[src/elfs_params.svh]
// Register offsets, field positions, reset values for the event log status block.
// Included by the package and the design; definitions only.
`ifndef ELFS_PARAMS_SVH
`define ELFS_PARAMS_SVH

`define ELFS_ADDR_W          20
`define ELFS_OFF_CONTROL     20'h48000
`define ELFS_OFF_TIMER_SEL   20'h48004
`define ELFS_OFF_THRESH      20'h4800C
`define ELFS_OFF_INDEX       20'h4800E
`define ELFS_OFF_CH_ENABLE   20'h48020
`define ELFS_OFF_CH_LEVEL    20'h48024

`define ELFS_BIT_ON          0
`define ELFS_BIT_CLEAR       1
`define ELFS_BIT_NOT_EMPTY   16
`define ELFS_BIT_THRESH      17
`define ELFS_BIT_FULL        18
`define ELFS_WIDX_LSB        8

`define ELFS_RST_THRESH      4'h1
`define ELFS_TIMER_ONE       2'h0

`endif

[src/elfs_pkg.sv]
// Types shared by the event log status block.
// Assumes elfs_params.svh is on the include path.
`include "elfs_params.svh"

package elfs_pkg;

	typedef enum logic [1:0] {
		ELFS_IDLE   = 2'h0,
		ELFS_ACTIVE = 2'h1
	} elfs_mode_e;

	typedef struct packed {
		logic full;
		logic thresh;
		logic not_empty;
	} elfs_flags_s;

	typedef struct packed {
		elfs_mode_e     mode;
		logic           logger_on;
		logic [1:0]     timestamp_timer_choice;
		logic [3:0]     free_space_threshold;
		logic [3:0]     write_idx;
		logic [3:0]     read_idx;
		logic           buffer_full_flag;
		logic [15:0]    channel_on_bit;
		logic [15:0]    pending;
		logic [15:0]    prev_level;
		logic           prev_not_empty;
		logic           seq_start;
		logic           log_valid;
		logic [3:0]     log_channel;
		logic [3:0]     log_slot;
		logic [31:0]    rdata;
		elfs_flags_s    flags;
	} elfs_state_s;

endpackage : elfs_pkg

[src/elfs_event_log.sv]
// Event log status and buffer index control: register slave, channel priority, flags.
// Assumes a single synchronous clock, synchronous channel levels and a plain
// strobe register port with read data one cycle after the read strobe.
//
// Local design decision: the address-and-strobe port.
`timescale 1ns/1ps
`include "elfs_params.svh"

////////////////////////////////////////////////////////////////////////////////
// Function
// - Pulse sequencer start when unread flag rises
// - Separate full, threshold, unread interrupt outputs
// - Logger status output for a pin
// - Unread flag offered as processor start
// - Clear bit empties buffer; bit 0 enables
// - Timer select field, code 00 timer one
// - Threshold flag when free space <= field
// - Full flag set when full, cleared by index change
// - Unread flag when any entry unread
// - Read-only write index in bits 11:8
// - Writable read index in bits 3:0
// - Sixteen channel enable bits, reset zero
// - Sixteen read-only channel level bits
// - One event per cycle, lowest channel first
// - Cyclic fill, never overwrite unread entries
// - Logger clear zeroes both indexes
module elfs_event_log #(
	parameter int CHANNELS = 16,
	parameter int DEPTH    = 16
) (
	input  wire logic                    clock_i,
	input  wire logic                    rst_b_i,
	input  wire logic [`ELFS_ADDR_W-1:0] addr_i,
	input  wire logic [31:0]             wdata_i,
	input  wire logic                    wr_i,
	input  wire logic                    rd_i,
	output logic      [31:0]             rdata_o,
	input  wire logic [CHANNELS-1:0]     channel_level_i,
	output logic                         log_valid_o,
	output logic      [3:0]              log_channel_o,
	output logic      [3:0]              log_slot_o,
	output logic      [1:0]              timestamp_timer_choice_o,
	output logic                         irq_full_o,
	output logic                         irq_threshold_o,
	output logic                         irq_not_empty_o,
	output logic                         gpio_status_o,
	output logic                         seq_start_o,
	output logic                         dsp_start_o
);

	// Indexes and the channel mask are hard four and sixteen bits wide
	if (CHANNELS != 16 || DEPTH != 16) begin : g_size_check
		$error("elfs_event_log serves only 16 channels and 16 entries");
	end

	////////////////////////////////////////////////////////////////////////////
	// State

	elfs_pkg::elfs_state_s st;
	elfs_pkg::elfs_state_s next_st;

	logic [15:0] level;
	logic [15:0] rise;
	logic [15:0] req;
	logic [3:0]  unread;
	logic [4:0]  used;
	logic [4:0]  free;
	logic        is_full;
	logic        is_empty;
	logic [3:0]  pick;
	logic        have_pick;
	logic [31:0] rd_val;
	logic        clear_now;

	assign level = channel_level_i;

	// Priority encoder, lowest channel wins
	always_comb begin
		pick      = 4'h0;
		have_pick = 1'b0;
		for (int i = 15; i >= 0; i--) begin
			if (req[i]) begin
				pick      = 4'(i);
				have_pick = 1'b1;
			end
		end
	end

	////////////////////////////////////////////////////////////////////////////
	// Next state

	always_comb begin
		next_st   = st;
		clear_now = wr_i && (addr_i == `ELFS_OFF_CONTROL) && wdata_i[`ELFS_BIT_CLEAR];

		unread   = st.write_idx - st.read_idx;
		is_full  = (unread == 4'h0) && st.buffer_full_flag;
		is_empty = (unread == 4'h0) && !st.buffer_full_flag;
		used     = is_full ? 5'h10 : {1'b0, unread};
		free     = 5'h10 - used;

		// Edge since last cycle; a level already high when the logger is enabled is not logged
		rise = level & ~st.prev_level & st.channel_on_bit;
		req  = st.pending | rise;

		next_st.prev_level = st.logger_on ? level : 16'h0000;
		next_st.log_valid  = 1'b0;
		next_st.mode       = st.logger_on ? elfs_pkg::ELFS_ACTIVE : elfs_pkg::ELFS_IDLE;

		case (st.mode)
			elfs_pkg::ELFS_ACTIVE: begin
				// Full buffer drops events, queued ones included
				if (is_full) begin
					next_st.pending = 16'h0000;
				end else if (have_pick) begin
					next_st.pending          = req & ~(16'h0001 << pick);
					next_st.log_valid        = 1'b1;
					next_st.log_channel      = pick;
					next_st.log_slot         = st.write_idx;
					next_st.write_idx        = st.write_idx + 4'h1;
					if (unread == 4'hF) begin
						next_st.buffer_full_flag = 1'b1;
					end
				end else begin
					next_st.pending = req;
				end
			end
			elfs_pkg::ELFS_IDLE: begin
				next_st.pending = 16'h0000;
			end
			default: begin
				next_st.pending = 16'h0000;
			end
		endcase

		// Register writes
		if (wr_i) begin
			case (addr_i)
				`ELFS_OFF_CONTROL: begin
					next_st.logger_on = wdata_i[`ELFS_BIT_ON];
				end
				`ELFS_OFF_TIMER_SEL: begin
					next_st.timestamp_timer_choice = wdata_i[1:0];
				end
				`ELFS_OFF_THRESH: begin
					next_st.free_space_threshold = wdata_i[3:0];
				end
				`ELFS_OFF_INDEX: begin
					// Same value keeps the full flag: a real change is needed
					if (wdata_i[3:0] != st.read_idx) begin
						next_st.buffer_full_flag = 1'b0;
					end
					next_st.read_idx = wdata_i[3:0];
				end
				`ELFS_OFF_CH_ENABLE: begin
					next_st.channel_on_bit = wdata_i[15:0];
				end
				default: begin
				end
			endcase
		end

		// Logger clear beats any logging this cycle
		if (clear_now) begin
			next_st.write_idx        = 4'h0;
			next_st.read_idx         = 4'h0;
			next_st.buffer_full_flag = 1'b0;
			next_st.pending          = 16'h0000;
			next_st.log_valid        = 1'b0;
			next_st.prev_not_empty   = 1'b0;
		end

		// Flags from the state being registered
		begin
			unread = next_st.write_idx - next_st.read_idx;
			is_full = (unread == 4'h0) && next_st.buffer_full_flag;
			used = is_full ? 5'h10 : {1'b0, unread};
			free = 5'h10 - used;
			next_st.flags.full      = next_st.buffer_full_flag;
			next_st.flags.not_empty = is_full || (unread != 4'h0);
			next_st.flags.thresh    = free <= {1'b0, next_st.free_space_threshold};
			if (clear_now) begin
				next_st.flags = '0;
			end
		end
		next_st.seq_start      = next_st.flags.not_empty && !st.flags.not_empty;
		next_st.prev_not_empty = st.flags.not_empty;

		// Read data
		rd_val = 32'h0000_0000;
		case (addr_i)
			`ELFS_OFF_CONTROL:   rd_val = {31'h0, st.logger_on};
			`ELFS_OFF_TIMER_SEL: rd_val = {30'h0, st.timestamp_timer_choice};
			`ELFS_OFF_THRESH:    rd_val = {28'h0, st.free_space_threshold};
			`ELFS_OFF_INDEX:     rd_val = {13'h0, st.flags.full, st.flags.thresh,
				st.flags.not_empty, 4'h0, st.write_idx, 4'h0, st.read_idx};
			`ELFS_OFF_CH_ENABLE: rd_val = {16'h0, st.channel_on_bit};
			`ELFS_OFF_CH_LEVEL:  rd_val = {16'h0, level};
			default:             rd_val = 32'h0000_0000;
		endcase
		next_st.rdata = rd_i ? rd_val : 32'h0000_0000;
	end

	////////////////////////////////////////////////////////////////////////////
	// Registers

	always_ff @(posedge clock_i) begin
		if (!rst_b_i) begin
			st                      <= '0;
			st.mode                 <= elfs_pkg::ELFS_IDLE;
			st.free_space_threshold <= `ELFS_RST_THRESH;
			st.timestamp_timer_choice <= `ELFS_TIMER_ONE;
		end else begin
			st <= next_st;
		end
	end

	////////////////////////////////////////////////////////////////////////////
	// Outputs

	assign rdata_o                  = st.rdata;
	assign log_valid_o              = st.log_valid;
	assign log_channel_o            = st.log_channel;
	assign log_slot_o               = st.log_slot;
	assign timestamp_timer_choice_o = st.timestamp_timer_choice;
	assign irq_full_o               = st.flags.full;
	assign irq_threshold_o          = st.flags.thresh;
	assign irq_not_empty_o          = st.flags.not_empty;
	assign gpio_status_o            = st.flags.not_empty;
	assign seq_start_o              = st.seq_start;
	assign dsp_start_o              = st.flags.not_empty;

endmodule : elfs_event_log

[config.mk]
export PLATFORM = sky130hd
export DESIGN_NAME = elfs_event_log
export DESIGN_NICKNAME = d
export VERILOG_FILES = /design/src/elfs_pkg.sv /design/src/elfs_event_log.sv
export VERILOG_INCLUDE_DIRS = /design/src
export SDC_FILE = /design/constraint.sdc
export NUM_CORES = 1
export LEC_CHECK = 0
export BUFFER_PORTS_ARGS = -buffer_cell sky130_fd_sc_hd__buf_2
export CORE_ASPECT_RATIO = 1.25
export CORE_UTILIZATION = 45
export DETAILED_ROUTE_END_ITERATION = 6
export PLACE_DENSITY_LB_ADDON = 0.2
export SLEW_MARGIN = 20
export SYNTH_ARGS = -nofsm -noshare
export SYNTH_HDL_FRONTEND = slang
export SYNTH_SLANG_ARGS = --single-unit
[constraint.sdc]
create_clock -name clock_i -period 9.6 [get_ports clock_i]
set_input_delay 1.92 -clock clock_i [delete_from_list [all_inputs] [get_ports clock_i]]
set_output_delay 1.92 -clock clock_i [all_outputs]
set_load 0.01 [all_outputs]
Word level (Yosys, flattened, before mapping)
Cells that the tools add are included.
- register bits: 111
- input port bits: 72
- output and inout bits: 49
- add/subtract/negate cells: 4
- order comparisons: 1
- equality and inequality tests: 9
- shift-type cells: 1
- mux-type cells: 52
- bitwise logic cells: 9
- reductions and logical operators: 18
- operators by type and width (cell ; count):
    20-bit by 19-bit equality test with 1-bit output (second input constant) ; 6
    19-bit case mux with 6 select lines ; 1
    4-bit 2-to-1 mux ; 21
    16-bit bitwise AND ; 3
    16-bit 2-to-1 mux ; 2
    16-bit NOT ; 2
    1-bit 2-to-1 mux ; 23
    21-bit 2-to-1 mux ; 1
    9-bit 2-to-1 mux ; 2
    16-bit OR ; 1
    1-bit by 4-bit << shifter with 16-bit output (first input constant) ; 1
    5-bit 2-to-1 mux ; 2
    2-bit AND reduction ; 5
    4-bit logical NOT ; 2
    4-bit subtractor ; 2
    5-bit by 4-bit <= comparator with 1-bit output ; 1
    1-bit logical AND ; 5
    5-bit subtractor (first input constant) ; 1
    4-bit by 1-bit adder with 4-bit output (second input constant) ; 1
    4-bit equality test (second input constant) ; 1
    4-bit != test ; 1
    4-bit nonzero test ; 1
    4-bit OR reduction ; 1
    1-bit NOT ; 3
    other kinds (5) ; 5

Depth between registers and ports, before layout
Gate-level depths: netlist of run 1.
- depth after elaboration: 33
- depth in mapped cells: 20

Worst setup path after synthesis of run 1
OpenSTA, ideal clock, no wires.
- kind: in2reg
- from: in addr_i[19]
- to: reg st (netlist bit irq_threshold_o)
- setup time: 91 ps
- data arrival time: 5308 ps
- data required time: 9509 ps
- slack: 4201 ps
- cell stages on the path: 16
- path buffers: 1
- path through: or4b_4 nand4b_4 nor2_2 mux2i_1 nor2_1 ha_1 fa_1 clkbuf_1 ha_1 ha_1 nor2b_1 o21ai_0 nand2b_1 a21oi_1 a41oi_1 a311oi_1
- RTL lines (element ; RTL line ; RTL):
    start: declaration ; elfs_event_log.sv:33 ; input wire logic [`ELFS_ADDR_W-1:0] addr_i,
    end signal: assignment ; elfs_event_log.sv:214 ; st <= next_st;
    end: declaration ; elfs_event_log.sv:59 ; elfs_pkg::elfs_state_s st;

Final worst setup path of run 1
- from: in channel_level_i[6]
- to: reg st (netlist bit irq_threshold_o)
- word-level cells in the longest chain between the ends: 21
- elaborated cells on any way between the ends: 26
- ends and longest elaborated chain (element ; RTL line ; RTL):
    start: declaration ; elfs_event_log.sv:38 ; input wire logic [CHANNELS-1:0] channel_level_i,
    16-bit bitwise AND (*) (2 in series) ; elfs_event_log.sv:103 ; rise = level & ~st.prev_level & st.channel_on_bit;
    16-bit OR (*) ; elfs_event_log.sv:104 ; req = st.pending | rise;
    1-bit 2-to-1 mux (*) (7 in series) ; elfs_event_log.sv:82 ; if (req[i]) begin
    1-bit 2-to-1 mux ; elfs_event_log.sv:115 ; end else if (have_pick) begin
    1-bit 2-to-1 mux ; elfs_event_log.sv:113 ; if (is_full) begin
    1-bit 2-to-1 mux ; elfs_event_log.sv:110 ; case (st.mode)
    1-bit 2-to-1 mux ; elfs_event_log.sv:150 ; if (wdata_i[3:0] != st.read_idx) begin
    5-bit 2-to-1 mux ; elfs_event_log.sv:138 ; case (addr_i)
    21-bit 2-to-1 mux ; elfs_event_log.sv:137 ; if (wr_i) begin
    9-bit 2-to-1 mux (*) ; elfs_event_log.sv:164 ; if (clear_now) begin
    branches (longest 1 deep; another with 4-bit subtractor) ; n/a ;
    5-bit 2-to-1 mux (*) ; elfs_event_log.sv:177 ; used = is_full ? 5'h10 : {1'b0, unread};
    5-bit subtractor (*) ; elfs_event_log.sv:178 ; free = 5'h10 - used;
    5-bit by 4-bit <= comparator with 1-bit output (*) ; elfs_event_log.sv:181 ; next_st.flags.thresh = free <= {1'b0, next_st.free_space_threshold};
Every way passes the cells marked *.
A chain may end at the register's enable or synchronous reset.

==> results of run 1 <==
==> per-layer routing <==
metal | vias to the layer above | part of all wire [%] | track usage, %
met5 | - | 0 | 0
met2 | 71 | 54 | 38.8
li1 | 2001 | - | -
met3 | 15 | 2.6 | 3.93
met1 | 1921 | 41 | 25.1
met4 | 0 | 2.0 | 11.8
==> cells in the mapped netlist, types with 6 or more instances <==
cell,instances,area share (%)
a211oi_1,7,1.1
a21oi_1,29,3.0
a222oi_1,6,1.2
a22oi_1,8,1.2
a311oi_1,7,1.3
a31oi_1,6,0.77
and2_1,6,0.77
and3_1,21,2.7
and3b_1,18,3.2
buf_2,7,0.72
buf_4,45,6.9
clkbuf_1,17,1.3
dfxtp_1,97,40
ha_1,12,3.1
inv_1,10,0.77
mux2i_1,12,2.5
nand2_1,45,3.5
nand3_1,11,1.1
nor2_1,70,5.4
nor3_1,7,0.72
nor4_1,13,1.7
o21ai_0,8,0.82
xnor2_1,10,1.8
==> power by group through the flow <==
stage / registers, W / logic (W) / clock network (W)
after floorplan: 0.000412 / 0.0000181 / 0
after global placement: 0.000412 / 0.0000331 / 0
after detailed placement: 0.000412 / 0.0000337 / 0
after CTS: 0.000402 / 0.0000338 / 0.000376
after global routing: 0.000402 / 0.0000372 / 0.000393
final: 0.000402 / 0.0000340 / 0.000369
==> logic make-up after synthesis <==
group                      count (synthesis)
other                                      1
DFF                                       97
AOI/OAI and AO/OA                         94
adders and majority gates                 14
buffers and inverters                     80
muxes                                     16
xor gates and xnor gates                  14
and+or+nand+nor                          233
==> placed cells by master (no fill, tap or decap), types with 7 or more instances in the layout <==
master,Yosys,routed
dfxtp_1,97,97
buf_2,7,91
nor2_1,70,70
nand2_1,45,45
a21oi_1,29,29
and3_1,21,21
and3b_1,18,18
conb_1,1,14
nor4_1,13,13
mux2i_1,12,12
ha_1,12,12
nand3_1,11,11
inv_1,10,10
xnor2_1,10,10
clkbuf_16,0,9
o21ai_0,8,8
a22oi_1,8,8
a211oi_1,7,7
nor3_1,7,7
a311oi_1,7,7
==> path summary, 6_finish.rpt <==
path	end	slack (ns)	cells past startpoint
setup reg to reg	irq_threshold_o	4.51	19
hold / removal	rdata_o[18]	0.46	1
setup / recovery	irq_threshold_o	3.41	18
hold reg to reg	rdata_o[18]	0.46	1
==> final cells by class <==
| class | instances | area (µm²) |
|---|---|---|
| flip-flops and latches | 97 | 1940 |
| fillers | 1026 | 5140 |
| well taps | 132 | 165 |
| multi-input cells | 385 | 2500 |
| inverters | 11 | 41.3 |
| clock inverters | 7 | 77.6 |
| clock buffers | 9 | 225 |
| repair buffers | 93 | 470 |
==> registers in the layout, summed over array words and instances, names as in the netlist, 2 cells and up <==
| signal | cells |
|---|---|
| st | 63 |
| rdata_o | 19 |
| log_channel_o | 4 |
| log_slot_o | 4 |
| timestamp_timer_choice_o | 2 |
==> worst register-to-register path, cell delays in order (launching register included) <==
cell and delay [ns]:
dfxtp_1 0.43, inv_1 0.10, ha_1 0.21, fa_1 0.51
nand3_1 0.08, o21a_1 0.18, o22ai_1 0.72, buf_4 0.33
xnor2_1 0.14, nand2b_1 0.12, ha_1 0.23, fa_1 0.49
ha_1 0.31, ha_1 0.29, nor2b_1 0.13, o21ai_0 0.14
nand2b_1 0.07, a21oi_1 0.14, a41oi_1 0.06, a311oi_1 0.30
==> stage by stage <==
step	hold slack [ns]	cell area [µm²]	cells	total power, W	worst slack [ns]
after global routing	0.490	5430	734	0.000832	3.03
after CTS	0.461	5430	734	0.000812	3.41
after global placement	0.434	5120	718	0.000445	3.08
after floorplan	0.432	4920	562	0.000430	4.20
after detailed placement	0.445	5120	718	0.000445	3.06
final	0.457	5430	734	0.000805	3.41
==> flow_summary.yaml, run 1 <==
drt:
  routedWlPerCell_um: 16.0
  drt-total-wl_um: 11800
  vias: 4008
  first_pass_iters: 5
  route.detailed.drc: 0
  drt_iter0_markers: 198
  viasPerCell: 5.46
  ant_nets: 0
synthesis:
  synth-adder-area-share_pct: 3.90
  yosysWarnings: 0
  synth_cells: 549
  synth_edf_count: 0
  ys_types: 67
  syn_area_per_cell_um2: 8.88
  ys.flop_type: "dfxtp_1"
  ys_ff_latch: 97
  synthMuxAreaShare_pct: 3.39
  seq_area_frac_synth_pct: 39.8
  synthesis.area_um2: 4870
  synthXorXnorAreaFrac_pct: 2.67
  synth-compound-area-share_pct: 13.3
  synthSimpleGateAreaFrac_pct: 27.0
  synth_top_family_by_area: "simple AND/OR/NAND/NOR gates"
  async_flop_share_pct: 0
power_and_ir_drop:
  power.switching_w: 0.000185
  p_per_area_nw_per_um2: 148
  swShare_pct: 23.0
  internal_power_w: 0.000620
  combPwrFrac_pct: 4.2
  ir_worst_vdd_mv: 0.0869
  seq_power_share_pct: 50.0
  pwr-share-clk_pct: 45.8
  p_leak_nw: 2.36
grt:
  grt_pass1_vias: 4062
  grt_pass1_wl_um: 19300
  antenna_found_initial: 0
  overflow: 0
  grt_use_total_pct: 22.3
  grt_max_degree: 38
worst_setup_path:
  startpoint_type: "input port"
  cpMostUsedCell: "ha_1"
  regToRegStartpoint: "st[99]"
  critPathRequiredTime_ns: 9.85
  crit_path_start: "channel_level_i[6]"
  path_cells: "buf_2 -> and3b_1 -> nor4_1 -> nand4_1 -> o22ai_1 -> buf_4 -> xnor2_1 -> nand2b_1 -> ha_1 -> fa_1 -> ha_1 -> ha_1 -> nor2b_1 -> o21ai_0 -> nand2b_1 -> a21oi_1 -> a41oi_1 -> a311oi_1"
  crit_path_max_incr_delay_ns: 0.77
  crit_slowest_cell: "o22ai_1"
  critPathMaxFanout: 13
  cpLargestDelayFamily: "compound AO/OA/AOI/OAI gates"
  arrival_ns: 6.44
  cp_num_buf_inv: 2
  cp-end-kind: "flip-flop"
  worstSetupPathType: "input port to flip-flop"
outcome:
  status: "completed"
floorplanning:
  coreArea_um2: 10600
  die_h_um: 118
  initial_core_util_pct: 46.2
  rows: 42
  die_area_um2: 11300
  die_w_um: 95.1
  io_pins: 121
cells_and_area:
  postLayoutCoreUtil_pct: 51.4
  n_antenna_cell: 0
  drive_gt1_share_pct: 22.8
  nets: 683
  area_growth_pct: 11.3
clock_tree:
  cts_buffers: 9
  cts_max_path_buffers: 2
  clkSinkCount: 97
  clock_latency_ns: 0.35
  cts_hold_buf: 0
  htree_levels: 3
  cts_root_buffer: "clkbuf_16"
  cts_resized: 0
  cts_tree: "done"
  path_clk_slew_ns: 0.07
  postCtsSetupBuffers: 0
timing:
  relSlewSlack_pct: 38.4
  timing_hold_violations_final: 0
  fin_crit_sh_pct: 64.5
  drv_slew: 0
  setup_viol: 0
  worst_pin_slew_ns: 0.923
  grt_setup_unrepaired: "false"
  setup_tns_ns: 0
  fin_crit_ns: 6.19
  clock.fmax_ghz: 0.162
  fin_skew_ns: 0.00882
flow_run:
  maxCapViolCount: 0
hold_path:
  hold_class: "flip-flop to flip-flop"
  hold_path_startpoint: "irq_full_o"
placed_design:
  portBuffers: 91
  gp_congestion: 0.860
  hpwl_um: 8700
Power figures use the tool's default switching activity.
==> run 2: changes to the inputs <==
==> constraint.sdc (replaced) <==
create_clock -name clock_i -period 5 [get_ports clock_i]
set_input_delay 1 -clock clock_i [delete_from_list [all_inputs] [get_ports clock_i]]
set_output_delay 1 -clock clock_i [all_outputs]
set_load 0.01 [all_outputs]
==> run 2 against run 1 <==
Effect of this change:
- die area is the same
- critical endpoint unchanged
- critical path depth down 1
- non-clock buffer count grew 10
- clock-buffer cell count up 1
- sequential share of layout area is 0.47 points lower
- design area increased by 1.3%
- global-route usage up 0.44 points
- largest cell class unchanged
- sequential power rose by 92%
- combinational power increased by 100%
==> flow_summary.yaml, run 2 (synthesis gave the netlist of run 1 again) <==
clock_tree:
  cts_root_buffer: "clkbuf_16"
  path_clk_slew_ns: 0.07
  cts_tree: "done"
  cts_buffers: 9
  clock_latency_ns: 0.34
  htree_levels: 3
  postCtsSetupBuffers: 0
  cts_hold_buf: 0
  cts_max_path_buffers: 2
  clkSinkCount: 97
timing:
  relSlewSlack_pct: 45.2
  worst_pin_slew_ns: 0.818
  timing_hold_violations_final: 0
  drv_slew: 0
  setup_tns_ns: 0
  grt_setup_unrepaired: "false"
  fin_skew_ns: 0.00756
  clock.fmax_ghz: 0.224
  fin_crit_sh_pct: 89.4
  setup_viol: 0
  fin_crit_ns: 4.47
cells_and_area:
  largest-register: "st"
  n_antenna_cell: 0
  largest_reg_flops: 63
  nets: 693
  fillCellCount: 1028
  stdcell_count: 743
  final_cell_mix: "dfxtp_1, buf_2, nor2_1"
  drive_gt1_share_pct: 23.9
  regArea_um2: 1940
  final_common_cell: "dfxtp_1"
  multi_input_area_um2: 2510
  area_growth_pct: 12.8
floorplanning:
  die_h_um: 118
  die_area_um2: 11300
  initial_core_util_pct: 46.2
  die_w_um: 95.1
  rows: 42
  io_pins: 121
  coreArea_um2: 10600
worst_setup_path:
  cpLargestDelayFamily: "adder cells"
  arrival_ns: 4.71
  cp_num_buf_inv: 1
  cp-end-kind: "flip-flop"
  crit_slowest_cell: "fa_1"
  crit_path_max_incr_delay_ns: 0.48
  critPathRequiredTime_ns: 5.24
  worstSetupPathType: "input port to flip-flop"
  critPathMaxFanout: 4
  cpMostUsedCell: "ha_1"
  path_cells: "buf_2 -> and3b_1 -> nor4_1 -> nand4_1 -> o22ai_2 -> xnor2_1 -> nand2b_1 -> ha_1 -> fa_1 -> ha_1 -> ha_1 -> nor2b_1 -> o21ai_0 -> nand2b_1 -> a21oi_1 -> a41oi_1 -> a311oi_1"
  startpoint_type: "input port"
placed_design:
  gp_congestion: 0.898
  hpwl_um: 9000
  portBuffers: 91
  place_inst: 728
drt:
  ant_nets: 0
  vias: 4056
  first_pass_iters: 5
  drt_iter0_markers: 166
  routedWlPerCell_um: 16.2
  drt-total-wl_um: 12000
  route.detailed.drc: 0
  viasPerCell: 5.46
flow_run:
  maxCapViolCount: 0
grt:
  overflow: 0
  grt_max_degree: 38
  grt_pass1_wl_um: 19600
  grt_use_total_pct: 22.7
  grt_pass1_vias: 3949
  antenna_found_initial: 0
power_and_ir_drop:
  p_per_area_nw_per_um2: 279
  ir_worst_vdd_mv: 0.150
  finalPower_w: 0.00154
  p_leak_nw: 2.40
outcome:
  status: "completed"
hold_path:
  hold_class: "flip-flop to flip-flop"
## run 2: cell count changes in the layout (fill, tap and decap cells not counted)
cell        before  now
clkinv_4         1    0
clkbuf_1         0    1
clkinv_2         2    0
o22ai_1          1    0
clkinvlp_4       0    2
buf_4            2   12
inv_6            2    1
o22ai_2          0    1
## run 2: through the flow
step | hold slack [ns] | utilization, % | setup slack (ns) | instance area (µm²)
global placement | 0.432 | 49.2 | 0.0224 | 5200
CTS | 0.459 | 52.0 | 0.396 | 5490
detailed placement | 0.444 | 49.2 | 0.0289 | 5200
floorplan | 0.432 | - | 0.521 | 4920
finish | 0.457 | 52.0 | 0.528 | 5500
global route | 0.488 | 52.0 | 0.107 | 5500
## run 2: worst paths after layout
check / startpoint / depth (start not counted) / slack (ns) / endpoint
setup / recovery: channel_level_i[8] / 17 / 0.53 / irq_threshold_o
hold / removal: log_channel_o[2] / 2 / 0.46 / log_channel_o[2]
setup reg to reg: st[99] / 18 / 0.64 / irq_threshold_o
hold reg to reg: log_channel_o[2] / 2 / 0.46 / log_channel_o[2]
## run 2: repair_timing
item,in CTS,in global routing
endpoints found under the setup margin,0,1
gates resized for setup,0,1
endpoints found under the hold margin,0,0
## run 2: per-layer routing
| layer | part of all wire [%] | track usage, % | vias to the layer above |
|---|---|---|---|
| met5 | 0 | 0 | - |
| met4 | 1.9 | 8.71 | 0 |
| met3 | 3.1 | 3.60 | 17 |
| met2 | 54 | 40.6 | 89 |
| met1 | 41 | 26.3 | 1933 |
| li1 | - | - | 2017 |
## run 2: area by class of cell
cell class                 count  share of cell area, %
multi-input combinational    385                   45.7
tap                          132                   3.00
inverter                      11                  0.751
timing repair buffer         103                   9.92
clock buffer                  10                   4.16
sequential                    97                   35.3
clock inverter                 5                   1.18
## run 2: where the power goes
| part | internal [W] | leakage (nW) | switching [W] | total, W |
|---|---|---|---|---|
| registers | 0.000772 | 0.781 | 0.000000262 | 0.000773 |
| logic | 0.0000249 | 1.48 | 0.0000430 | 0.0000679 |
| clock network | 0.000391 | 0.137 | 0.000305 | 0.000696 |
| total | 0.00119 | 2.40 | 0.000348 | 0.00154 |
## run 2: worst reg2reg max path, delay by kind of cell (launching register included)
family | cells | cell delay, ns
adders and majority gates | 6 | 2.04
and+or+nand+nor | 4 | 0.40
buffers and inverters | 1 | 0.10
xor gates and xnor gates | 1 | 0.16
DFF | 1 | 0.44
AOI/OAI and AO/OA | 6 | 1.13
==> run 3: changes to the inputs <==
--- a/config.mk
+++ b/config.mk
@@ -7,10 +7,12 @@
 export NUM_CORES = 1
 export LEC_CHECK = 0
 export BUFFER_PORTS_ARGS = -buffer_cell sky130_fd_sc_hd__buf_2
+export CAP_MARGIN = 20
 export CORE_ASPECT_RATIO = 1.25
 export CORE_UTILIZATION = 45
 export DETAILED_ROUTE_END_ITERATION = 6
 export PLACE_DENSITY_LB_ADDON = 0.2
+export RECOVER_POWER = 50
 export SLEW_MARGIN = 20
 export SYNTH_ARGS = -nofsm -noshare
 export SYNTH_HDL_FRONTEND = slang
==> run 3 against run 2 <==
Effect of this change:
- hold slack improved by 0.0027 ns
- sequential share of layout area rose by 0.44 points
- die area did not move
- clock-buffer cell count did not move
- setup slack improved by 0.00089 ns
- sequential power barely moved
- design area fell by 1.2%
- critical endpoint unchanged
- highest routed layer unchanged
==> flow_summary.yaml, run 3 (synthesis gave the netlist of run 1 again) <==
timing:
  fin_crit_sh_pct: 89.4
  clock.fmax_ghz: 0.224
  relSlewSlack_pct: 11.9
  timing_hold_violations_final: 0
  fin_crit_ns: 4.47
  setup_tns_ns: 0
  setup_viol: 0
  fin_skew_ns: 0.00481
  grt_setup_unrepaired: "false"
  drv_slew: 0
  worst_pin_slew_ns: 1.32
power_and_ir_drop:
  ir_worst_vdd_mv: 0.151
  p_leak_nw: 2.23
  p_per_area_nw_per_um2: 282
  seq_power_share_pct: 50.4
  pwr-share-clk_pct: 45.2
  finalPower_w: 0.00153
  power.switching_w: 0.000346
  combPwrFrac_pct: 4.4
  internal_power_w: 0.00119
  swShare_pct: 22.6
clock_tree:
  cts_hold_buf: 0
  cts_root_buffer: "clkbuf_16"
  cts_max_path_buffers: 2
  cts_tree: "done"
  htree_levels: 3
  cts_buffers: 9
  clkSinkCount: 97
  path_clk_slew_ns: 0.07
  clock_latency_ns: 0.34
grt:
  antenna_found_initial: 0
  overflow: 0
  grt_use_total_pct: 22.7
  grt_pass1_wl_um: 19600
  grt_pass1_vias: 3949
  grt_max_degree: 38
cells_and_area:
  n_antenna_cell: 0
  final_cell_mix: "dfxtp_1, nor2_1, buf_2"
  nets: 693
  largest-register: "st"
  final_common_cell: "dfxtp_1"
  drive_gt1_share_pct: 17.2
  largest_reg_flops: 63
  area_growth_pct: 11.4
worst_setup_path:
  critPathMaxFanout: 4
  cp-end-kind: "flip-flop"
  arrival_ns: 4.71
  crit_end: "irq_threshold_o"
  startpoint_type: "input port"
  worstSetupPathType: "input port to flip-flop"
  cpMostUsedCell: "ha_1"
  crit_path_max_incr_delay_ns: 0.48
  r2r_slack_ns: 0.63
  path_cells: "buf_2 -> and3b_1 -> nor4_1 -> nand4_1 -> o22ai_2 -> xnor2_1 -> nand2b_1 -> ha_1 -> fa_1 -> ha_1 -> ha_1 -> nor2b_1 -> o21ai_0 -> nand2b_1 -> a21oi_1 -> a41oi_1 -> a311oi_1"
  crit_path_start: "channel_level_i[8]"
  r2r_cells: 18
  crit_slowest_cell: "fa_1"
  rr_endpoint: "irq_threshold_o"
  critPathRequiredTime_ns: 5.24
  regToRegStartpoint: "st[99]"
drt:
  viasPerCell: 5.45
  drt-total-wl_um: 12100
  first_pass_iters: 6
  vias: 4046
  route.detailed.drc: 0
  ant_nets: 0
  routedWlPerCell_um: 16.2
  drt_iter0_markers: 201
floorplanning:
  rows: 42
  io_pins: 121
  die_h_um: 118
  coreArea_um2: 10600
  initial_core_util_pct: 46.2
  die_w_um: 95.1
  die_area_um2: 11300
outcome:
  status: "completed"
placed_design:
  gp_congestion: 0.898
  hpwl_um: 9000
  portBuffers: 91
hold_path:
  min_delay_path_depth: 2
  hold_path_startpoint: "log_channel_o[2]"
  hold_class: "flip-flop to flip-flop"
flow_run:
  maxCapViolCount: 0
-- run 3: cell count changes in the layout (fill, tap and decap cells not counted) --
cell | before | now
buf_2 | 91 | 54
clkbuf_1 | 1 | 39
nor3_4 | 1 | 0
nor4_1 | 13 | 14
inv_2 | 1 | 0
nor3_1 | 7 | 8
buf_4 | 12 | 11
nor4_2 | 4 | 3
inv_1 | 10 | 11
-- run 3: repair_timing --
item,4_1_cts,5_1_grt
gates resized for setup,0,1
setup endpoints to repair,0,1
buffers inserted,0,0
-- run 3: worst min path at each step --
stage / to / slack, ns
floorplan: log_channel_o[2] / 0.43
CTS: log_channel_o[2] / 0.46
global placement: rdata_o[18] / 0.43
finish: log_channel_o[2] / 0.46
detailed placement: rdata_o[18] / 0.44
global route: st[87] / 0.49
-- run 3: area by class of cell --
class / count / area (µm²)
Fill cell: 1043 / 5130
Clock inverter: 5 / 65.1
Clock buffer: 10 / 229
Tap cell: 132 / 165
Inverter: 11 / 41.3
Multi-Input combinational cell: 385 / 2490
Sequential cell: 97 / 1940
Timing Repair Buffer: 103 / 495
-- run 3: critical path, delay by kind of cell --
kind	cells	cell delay, ns
fa+ha+maj	4	1.31
simple gates	6	1.18
compound gates	5	0.95
xor+xnor	1	0.16
buf+inv	1	0.12
-- run 3: through the flow --
stage / instance area [µm²] / hold WS (ns) / utilization, % / worst slack [ns] / cells
after floorplan: 4920 / 0.432 / - / 0.521 / 562
after global placement: 5200 / 0.432 / 49.2 / 0.0224 / 728
after detailed placement: 5200 / 0.444 / 49.2 / 0.0289 / 728
after CTS: 5490 / 0.459 / 52.0 / 0.396 / 743
after global routing: 5430 / 0.488 / 51.4 / 0.104 / 743
final: 5430 / 0.459 / 51.4 / 0.529 / 743
-- run 3: power groups by stage --
| stage | Sequential [W] | Clock, W | Combinational [W] |
|---|---|---|---|
| after floorplan | 0.000791 | 0 | 0.0000348 |
| after global placement | 0.000791 | 0 | 0.0000657 |
| after CTS | 0.000773 | 0.000716 | 0.0000676 |
| after detailed placement | 0.000791 | 0 | 0.0000674 |
| after global routing | 0.000772 | 0.000743 | 0.0000730 |
| final | 0.000773 | 0.000694 | 0.0000672 |
-- run 3: per-layer routing --
metal / wire (µm) / track usage [%] / vias to the layer above
li1: - / - / 2019
met1: 4980 / 26.3 / 1923
met2: 6480 / 40.6 / 87
met3: 387 / 3.60 / 17
met4: 223 / 8.71 / 0
met5: 0 / 0 / -
